--- config.mk ---
export PLATFORM = sky130hd
export DESIGN_NAME = tsrc_top
export DESIGN_NICKNAME = d
export VERILOG_FILES = /design/src/tsrc_pkg.sv /design/src/tsrc_counter.sv /design/src/tsrc_top.sv
export SDC_FILE = /design/constraint.sdc
export NUM_CORES = 1
export LEC_CHECK = 0
export ABC_AREA = 1
export BUFFER_PORTS_ARGS = -buffer_cell sky130_fd_sc_hd__buf_2
export CAP_MARGIN = 25
export CORE_MARGIN = 4
export CORE_UTILIZATION = 35
export DETAILED_ROUTE_END_ITERATION = 10
export PLACE_DENSITY = 0.5
export SETUP_SLACK_MARGIN = 0.02
export SLEW_MARGIN = 30
export SYNTH_ARGS = -nofsm -noshare
export SYNTH_HDL_FRONTEND = slang
export SYNTH_HIERARCHICAL = 1
export SYNTH_SLANG_ARGS = --single-unit
--- constraint.sdc ---
create_clock -name sys_clk -period 3.1 [get_ports sys_clk]
set_clock_uncertainty 0.15 [all_clocks]
set_input_delay 0.155 -clock sys_clk [delete_from_list [all_inputs] [get_ports sys_clk]]
set_output_delay 0.155 -clock sys_clk [all_outputs]
set_load 0.05 [all_outputs]
--- src/tsrc_pkg.sv ---
// Package for the triple square-wave rate clock block.
// Assumes one 25 MHz system clock and an APB register interface.
`default_nettype none
package tsrc_pkg;
  // Register byte offsets (control port pointer model kept as index, APB word per register).
  localparam logic [7:0] TSRC_OFF_CTRL    = 8'h00;
  localparam logic [7:0] TSRC_OFF_PTR     = 8'h04;
  localparam logic [7:0] TSRC_OFF_DATA    = 8'h08;
  localparam logic [7:0] TSRC_OFF_STATUS  = 8'h0C;
  // Internal register indices reached through the pointer.
  localparam logic [5:0] TSRC_IDX_MASTER  = 6'h00;
  localparam logic [5:0] TSRC_IDX_MODE0   = 6'h1C;
  localparam logic [5:0] TSRC_IDX_CMD0    = 6'h0A;
  localparam logic [5:0] TSRC_IDX_TCMSB0  = 6'h16;
  // Command register bit positions.
  localparam int TSRC_CMD_GATE_BIT = 2;
  localparam int TSRC_CMD_TRIG_BIT = 1;
  // Mode register bits: continuous, external output enable and square wave.
  localparam int TSRC_MODE_CONT_BIT = 7;
  localparam int TSRC_MODE_EOE_BIT  = 6;
  localparam int TSRC_MODE_SQW_BIT  = 1;
  // Reset values.
  localparam logic [15:0] TSRC_TC_RESET   = 16'h0000;
  localparam logic [7:0]  TSRC_MODE_RESET = 8'h00;

  // Access machine state.
  typedef enum logic [0:0]
  {
    TSRC_ST_POINTER = 1'b0,
    TSRC_ST_ACCESS  = 1'b1
  } tsrc_state_type;

  // Per-channel control bundle.
  typedef struct packed
  {
    logic [15:0] timeConst;
    logic        continuous;
    logic        outEnable;
    logic        squareWave;
    logic        gate;
    logic        trigger;
  } tsrc_chan_type;
endpackage
`default_nettype wire

--- src/tsrc_counter.sv ---
// One 16-bit square-wave down-counter channel.
// Assumes countTick is a one-cycle pulse at half the source clock rate.
`timescale 1ns/100ps
`default_nettype none
module tsrc_counter
  import tsrc_pkg::*;
#(
  parameter int WIDTH = 16
)
(
  // Clock and reset
  input  wire logic             sys_clk,
  input  wire logic             rst,
  // Control
  input  wire tsrc_chan_type    ctl,
  input  wire logic             countTick,
  // Result
  output logic                  wave,
  output logic [WIDTH-1:0]      count
);
  logic running;

  // Trigger loads the constant; the gate holds count and level while low.
  always_ff @(posedge sys_clk)
  begin
    if (rst)
    begin
      count   <= '0;
      wave    <= 1'b0;
      running <= 1'b0;
    end
    else if (ctl.trigger)
    begin
      count   <= ctl.timeConst[WIDTH-1:0];
      wave    <= 1'b1;
      running <= 1'b1;
    end
    else if (running && ctl.gate && countTick)
    begin
      if (count <= 1)
      begin
        // Each level lasts one full count-down, so a cycle is twice the constant.
        count <= ctl.timeConst[WIDTH-1:0];
        if (ctl.squareWave)
          wave <= ~wave;
        running <= ctl.continuous;
      end
      else
      begin
        count <= count - 1'b1;
      end
    end
  end
endmodule
`default_nettype wire

--- src/tsrc_top.sv ---
// Three square-wave rate clock channels with an APB pointer-style control port.
// Assumes srcClk is sampled synchronously; it need not relate to the bus host.
//
// Design decisions made here: the APB register port and the register offsets.
`timescale 1ns/100ps
`default_nettype none
module tsrc_top
  import tsrc_pkg::*;
#(
  parameter int WIDTH = 16
)
(
  // Clock and reset
  input  wire logic        sys_clk,
  input  wire logic        rst,
  // APB slave
  input  wire logic        psel,
  input  wire logic        penable,
  input  wire logic        pwrite,
  input  wire logic [7:0]  paddr,
  input  wire logic [31:0] pwdata,
  output logic [31:0]      prdata,
  output logic             pready,
  output logic             pslverr,
  // Counter source clock level
  input  wire logic        srcClk,
  // Port pins
  output logic [7:0]       portBOut,
  output logic [7:0]       portBOe,
  output logic [3:0]       portCOut,
  output logic [3:0]       portCOe
);
  tsrc_state_type state;
  logic           resetLatch;
  logic [5:0]     pointer;
  logic [7:0]     masterCfg;
  logic [7:0]     modeReg [3];
  logic [15:0]    tcReg   [3];
  logic [2:0]     gateBit;
  logic [2:0]     trigPulse;
  logic           srcPrev;
  logic           halfClk;
  logic           countTick;
  logic [2:0]     waves;
  logic [15:0]    counts [3];
  logic           access;
  logic           wrData;
  logic [7:0]     dataByte;
  logic [7:0]     readByte;

  assign access   = psel && penable;
  assign pready   = 1'b1;
  assign wrData   = access && pwrite;
  assign dataByte = pwdata[7:0];

  // Unmapped addresses answer with an error; every slot is word aligned.
  assign pslverr = access && (paddr != TSRC_OFF_CTRL) && (paddr != TSRC_OFF_PTR)
                   && (paddr != TSRC_OFF_DATA) && (paddr != TSRC_OFF_STATUS);

  // Halve the source clock; the edge of srcClk toggles halfClk.
  always_ff @(posedge sys_clk)
  begin
    if (rst)
    begin
      srcPrev <= 1'b0;
      halfClk <= 1'b0;
    end
    else
    begin
      srcPrev <= srcClk;
      if (srcClk && !srcPrev)
        halfClk <= ~halfClk;
    end
  end

  // One tick per halved period with no further prescaling.
  assign countTick = srcClk && !srcPrev && halfClk;

  // Pointer machine on the control port; pointer write then one access.
  always_ff @(posedge sys_clk)
  begin
    if (rst)
    begin
      state   <= TSRC_ST_POINTER;
      pointer <= '0;
    end
    else if (access && paddr == TSRC_OFF_CTRL)
    begin
      if (state == TSRC_ST_POINTER && pwrite)
      begin
        pointer <= dataByte[5:0];
        state   <= TSRC_ST_ACCESS;
      end
      else
      begin
        state <= TSRC_ST_POINTER;
      end
    end
    else if (access && paddr == TSRC_OFF_PTR && pwrite)
    begin
      pointer <= dataByte[5:0];
    end
  end

  // Register writes by pointer, blocked while the reset latch is set, except the latch bit of the master register.
  always_ff @(posedge sys_clk)
  begin
    if (rst)
    begin
      resetLatch <= 1'b1;
      masterCfg  <= 8'h00;
      gateBit    <= '0;
      trigPulse  <= '0;
      for (int i = 0; i < 3; i++)
      begin
        modeReg[i] <= TSRC_MODE_RESET;
        tcReg[i]   <= TSRC_TC_RESET;
      end
    end
    else
    begin
      trigPulse <= '0;
      if ((wrData && paddr == TSRC_OFF_CTRL && state == TSRC_ST_ACCESS) || (wrData && paddr == TSRC_OFF_DATA))
      begin
        if (pointer == TSRC_IDX_MASTER)
        begin
          resetLatch <= dataByte[0];
          if (!resetLatch)
            masterCfg <= dataByte;
        end
        else if (!resetLatch)
        begin
          for (int i = 0; i < 3; i++)
          begin
            if (pointer == TSRC_IDX_MODE0 + 6'(i))
              modeReg[i] <= dataByte;
            if (pointer == TSRC_IDX_TCMSB0 + 6'(2 * i))
              tcReg[i][15:8] <= dataByte;
            if (pointer == TSRC_IDX_TCMSB0 + 6'(2 * i + 1))
              tcReg[i][7:0] <= dataByte;
            if (pointer == TSRC_IDX_CMD0 + 6'(i))
            begin
              gateBit[i]   <= dataByte[TSRC_CMD_GATE_BIT];
              trigPulse[i] <= dataByte[TSRC_CMD_TRIG_BIT];
            end
          end
        end
      end
    end
  end

  // Read mux for the pointed register.
  always_comb
  begin
    readByte = 8'h00;
    if (pointer == TSRC_IDX_MASTER)
      readByte = {masterCfg[7:1], resetLatch};
    for (int i = 0; i < 3; i++)
    begin
      if (pointer == TSRC_IDX_MODE0 + 6'(i))
        readByte = modeReg[i];
      if (pointer == TSRC_IDX_TCMSB0 + 6'(2 * i))
        readByte = counts[i][15:8];
      if (pointer == TSRC_IDX_TCMSB0 + 6'(2 * i + 1))
        readByte = counts[i][7:0];
      if (pointer == TSRC_IDX_CMD0 + 6'(i))
        readByte = {5'h00, gateBit[i], 1'b0, waves[i]};
    end
  end

  // Read data is registered ahead of the access phase.
  always_ff @(posedge sys_clk)
  begin
    if (rst)
      prdata <= 32'h0000_0000;
    else if (psel && !penable && paddr == TSRC_OFF_STATUS)
      prdata <= {22'h000000, state, resetLatch, 5'h00, waves};
    else if (psel && !penable && paddr == TSRC_OFF_PTR)
      prdata <= {26'h0000000, pointer};
    else if (psel && !penable)
      prdata <= {24'h000000, readByte};
  end

  // Three channels built from one counter module.
  for (genvar g = 0; g < 3; g++)
  begin : gChan
    tsrc_chan_type ctl;
    assign ctl.timeConst  = tcReg[g];
    assign ctl.continuous = modeReg[g][TSRC_MODE_CONT_BIT];
    assign ctl.outEnable  = modeReg[g][TSRC_MODE_EOE_BIT];
    assign ctl.squareWave = modeReg[g][TSRC_MODE_SQW_BIT];
    assign ctl.gate       = gateBit[g];
    assign ctl.trigger    = trigPulse[g];
    tsrc_counter #(.WIDTH(WIDTH)) uCnt
    (
      .sys_clk   (sys_clk),
      .rst       (rst),
      .ctl       (ctl),
      .countTick (countTick),
      .wave      (waves[g]),
      .count     (counts[g])
    );
  end

  // Output pins: channel 1 on B4, 2 on B0, 3 on C0; all other bits are inputs.
  assign portBOut = {3'b000, waves[0], 3'b000, waves[1]};
  assign portBOe  = {3'b000, modeReg[0][TSRC_MODE_EOE_BIT], 3'b000, modeReg[1][TSRC_MODE_EOE_BIT]};
  assign portCOut = {3'b000, waves[2]};
  assign portCOe  = {3'b000, modeReg[2][TSRC_MODE_EOE_BIT]};
endmodule
`default_nettype wire

---- After elaboration in Yosys (flattened, before gate mapping) ----
Memories as Yosys holds them, arrays and structs flattened.
Cells that the tools add are included.
operators by class
  $add $sub $neg .......................... 3
  order comparisons ....................... 3
  equality and inequality tests ........... 19
  multiplexer cells ....................... 115
  bitwise logic cells ..................... 20
  reductions and logical operators ........ 59
operator list
  kind                                                  count
  2-to-1 mux 8 bit                                      22
  2-to-1 mux 16 bit                                     9
  2-to-1 mux 1 bit                                      78
  == test 6 x 5 -> 1 bit, second input constant         9
  <= comparator 16 x 1 -> 1 bit, second input constant  3
  subtractor 16 x 1 -> 16 bit, second input constant    3
  2-to-1 mux 10 bit                                     3
  logical AND 1 bit                                     24
  nonzero test 2 bit                                    11
  == test 6 x 4 -> 1 bit, second input constant         3
  2-to-1 mux 6 bit                                      3
  == test 8 x 4 -> 1 bit, second input constant         2
  != test 8 x 4 -> 1 bit, second input constant         2
  OR reduction 5 bit                                    3
  AND reduction 3 bit                                   4
  AND reduction 4 bit                                   3
  NOT 1 bit                                             11
  AND reduction 2 bit                                   5
  bitwise OR 1 bit                                      9
  == test 8 x 3 -> 1 bit, second input constant         1
  logical NOT 8 bit                                     1
  != test 8 x 3 -> 1 bit, second input constant         1
  nonzero test 8 bit                                    1
  logical NOT 6 bit                                     1
  6 further kinds                                       7
word-level totals
  flip-flop bits (word level) ............. 88
  bits in writable memories ............... 72
  input bits .............................. 46
  output and inout bits ................... 58
  logic and storage cells ................. 245
  memories ................................ 2
memory list
  memory   words  width  rd ports  clocked after Yosys merged registers in  wr ports  line            text
  tcReg    3      16     3         0                                        3         tsrc_top.sv:38  logic [15:0] tcReg [3];
  modeReg  3      8      3         0                                        3         tsrc_top.sv:37  logic [7:0] modeReg [3];

---- Longest topological paths before layout ----
  word-level depth ........................ 17
  gate-level depth with buffers ........... 16
  mapped depth without buffers ............ 16

---- Modules after synthesis ----
The synthesis kept the hierarchy.
modules (own cells, without submodules)
  module        times used  cells an instance  area an instance (um^2)  sequential area each (um^2)
  tsrc_top      1           562                5053.6                   2822.7
  tsrc_counter  3           199                1255.0                   360.3

---- Least setup slack after synthesis ----
Ideal clock, no wire load.
  path kind ............................... reg-to-reg
  start ................................... register pointer[4]
  end ..................................... memory tcReg[0][0] (enable)
  setup time .............................. 0.384 ns
  arrival ................................. 1.658 ns
  required time ........................... 2.566 ns
  path slack .............................. 0.908 ns
  cell stages (with the launch flop) ...... 8
  buffers on the path ..................... 1
  period minus slack after synthesis ...... 2.192 ns
  cells stage by stage .................... dfxtp_1 -> nand2_4 -> nor2_4 -> inv_2 -> nor2_2 -> inv_2 -> buf_6 -> o21ai_0
RTL lines
  item                    line             text
  from (decl)             tsrc_top.sv:35   logic [5:0] pointer;
  from (signal assigned)  tsrc_top.sv:91   pointer <= dataByte[5:0];
  from (signal assigned)  tsrc_top.sv:101  pointer <= dataByte[5:0];
  to (decl)               tsrc_top.sv:38

---- Worst setup path after layout ----
  start ................................... input paddr[2]
  end ..................................... register state
on the way
  word-level cells in the longest chain between the ends .. 2
RTL lines
  item                  line            text
  from (decl)           tsrc_top.sv:20  input wire logic [7:0] paddr,
  logical NOT 8 bit     tsrc_top.sv:87  else if (access && paddr == TSRC_OFF_CTRL)
  logical AND 1 bit     tsrc_top.sv:87
  to (signal assigned)  tsrc_top.sv:84  state <= TSRC_ST_POINTER;
  to (signal assigned)  tsrc_top.sv:92  state <= TSRC_ST_ACCESS;
  to (signal assigned)  tsrc_top.sv:96  state <= TSRC_ST_POINTER;
  to (decl)             tsrc_top.sv:33  tsrc_state_type state;
No other way between the ends.
A chain may end at the register's enable or synchronous reset.

==> metrics.csv <==
metric,value,unit
synth_area,8818,um2
grt_max_degree,27,
portBuffers,38,
clockBufferDepth,2,
grt.total_usage,0.1834,
hold_viol,0,
yosys.area.top_type_share,0.2452,
post-synth-top-area-cell,edfxtp_1,
die_x,166.7,um
period_minus_slack,2819,ps
pwr_density_cell,465.9,nW/um2
overflow,0,
num_antenna_cells,0,
total_leakage_power,4.336,nW
drive_above_1_share,0.1333,
netlist_top_cells_area,"edfxtp_1 25%, dfxtp_1 20%, nand2_1 11%",
critical_path_class,in2reg,
dieArea,27800,um2
hold_class,in2reg,
drt-pass1-iter-count,5,
period_share,0.9093,
vias,7599,
ys.flop_type,dfxtp_1,
wl,25630,um
via_per_inst,4.912,
ir_drop,0.3424,mV
critPathRequiredTime,3320,ps
rows,57,
synthCells,1159,
nets,1262,
first_global_vias,6982,
drtIter0Drc,513,
tns,0,ps
start_util,0.3594,
async_flop_share,0,
ios,104,
clkTransAtPathRegs,70,ps
rsz0062_at_grt,false,
clk_latency,430,ps
cts_root_buffer,clkbuf_16,
synth_edf_count,72,
worstPathCellList,dlygate4sd3_1 > buf_2 > nor4_2 > dlygate4sd3_1 > nand2_1 > dlygate4sd3_1 > a21oi_1 > dlygate4sd3_1,
dpl.hpwl,18860,um
post_cts_buffers,0,
fp.coreArea,24530,um2
yosysSeqAreaShare,0.4427,
die_h,166.7,um
yosysWarnings,6,
relSlewSlack,0.5187,
end_kind,register,
ant_nets,0,
status,completed,
cts_tree,yes,
avgRoutedWirePerCell,16.57,um
slowest_delay,600,ps
syn2layout_area_growth,11.83,%
antenna_found_initial,0,
drv_slew,0,
avgSynthCellArea,7.609,um2
drc,0,
cp_common_cell,dlygate4sd3_1,
fmax,0.3548,GHz
worst_ep_arrival_time,3040,ps
setup_viol,0,
tightest_slew,718.1,ps
hold_slack,74.99,ps
routabilityCongestion,0.8898,
cp-start-kind,primary input,
clock_sinks,159,
crit_fanout,2,
clock_tree.htree_level_count,4,
numCtsBuffers,17,
final_common_cell,nand2_1,
synth-seq-cells,159,
ys_types,41,
maxCapViolations,0,
grt_pass1_wl,40370,um
most-common-layout-cells,"247 x nand2_1, 126 x inv_1, 119 x nor2_1",
crit_slowest_cell,dlygate4sd3_1,
kinds of logic after synthesis:
logic type               Yosys count  synth area share
AND/OR/NAND/NOR                  536            0.2747
adder cells (fa/ha/maj)            6          0.008513
AO/OA/AOI/OAI                    228            0.1393
flip-flops                       159            0.4427
buffers and inverters            213            0.1190
other                              2         0.0008516
XOR/XNOR                          15           0.01490
repair_timing:
action,4_1_cts,5_1_grt
gates resized for setup,0,1
endpoints found under the hold margin,17,0
endpoints found under the setup margin,0,1
hold buffers,13,0
critical path, delay by kind of cell:
family | cells | cell delay (ps)
compound gates | 1 | 140
buf+inv | 5 | 2370
simple gates | 2 | 370
worst paths after layout:
check	to	slack (ps)	start	cells after the start
hold / removal	gChan[1].uCnt/count[5]$_SDFFE_PP0P_	70	rst	3
setup reg to reg	tcReg[0][10]$_DFFE_PP_	680	pointer[0]$_SDFFE_PP0P_	9
hold reg to reg	prdata[2]$_SDFFE_PP0P_	310	prdata[2]$_SDFFE_PP0P_	2
setup / recovery	state$_SDFFE_PP0P_	280	paddr[2]	8
power breakdown:
| part | leakage [nW] | switching, mW | total, mW | internal, mW |
|---|---|---|---|---|
| combinational | 2.62 | 0.214 | 0.260 | 0.0462 |
| sequential | 1.44 | 0.0124 | 2.23 | 2.22 |
| clock | 0.271 | 0.915 | 2.10 | 1.19 |
| total | 4.34 | 1.14 | 4.59 | 3.45 |
cell type report:
| type | instances | area (um2) |
|---|---|---|
| clock buffer | 19 | 432.9 |
| clock inverter | 13 | 140.1 |
| inverter | 139 | 521.8 |
| fill | 2597 | 14670 |
| timing repair buffer | 67 | 440.4 |
| multi-input combinational | 826 | 4018 |
| sequential | 159 | 3904 |
| tap | 324 | 405.4 |
flip-flops by register name, summed over array words and instances (netlist names), 6 cells and up:
signal and flops:
pointer 6, modeReg 24, tcReg 48, masterCfg 7
prdata 10, gChan.uCnt/count 48
cells in the mapped netlist, types with 2 or more instances:
library cell / n
nand2_1: 247
inv_1: 126
nor2_1: 119
a21oi_1: 104
o21ai_0: 90
dfxtp_1: 87
nand3_1: 79
edfxtp_1: 72
buf_4: 50
nor2_2: 21
nand4_1: 20
inv_2: 13
nor2_4: 12
nand2_2: 10
a21oi_2: 9
xor2_1: 9
buf_6: 8
clkbuf_1: 8
nor3_1: 7
a21o_1: 6
buf_1: 6
ha_1: 6
o21ai_1: 6
or2_2: 6
xnor2_1: 6
o22ai_1: 5
nand2_4: 4
nand3b_1: 3
o21a_1: 3
or2_0: 3
buf_2: 2
conb_1: 2
nor4_1: 2
layer usage:
layer,share of wire,global-route usage,vias to the layer above
met1,0.49,0.2738,3508
met2,0.43,0.2753,241
met3,0.054,0.03081,29
met4,0.017,0.04909,0
li1,-,-,3821
met5,0,0,-
stage by stage:
step	setup slack, ps	std cells	instance area [um2]	util	power (mW)
finish	281.1	1547	9862	0.4020	4.595
global route	127.2	1547	9862	0.4020	4.736
CTS	311.5	1547	9856	0.4017	4.630
detailed placement	556.6	1502	9153	0.3731	2.527
global placement	623.2	1502	9153	0.3731	2.527
floorplan	907.6	1198	8965	-	2.496
(Power assumes the default switching activity.)
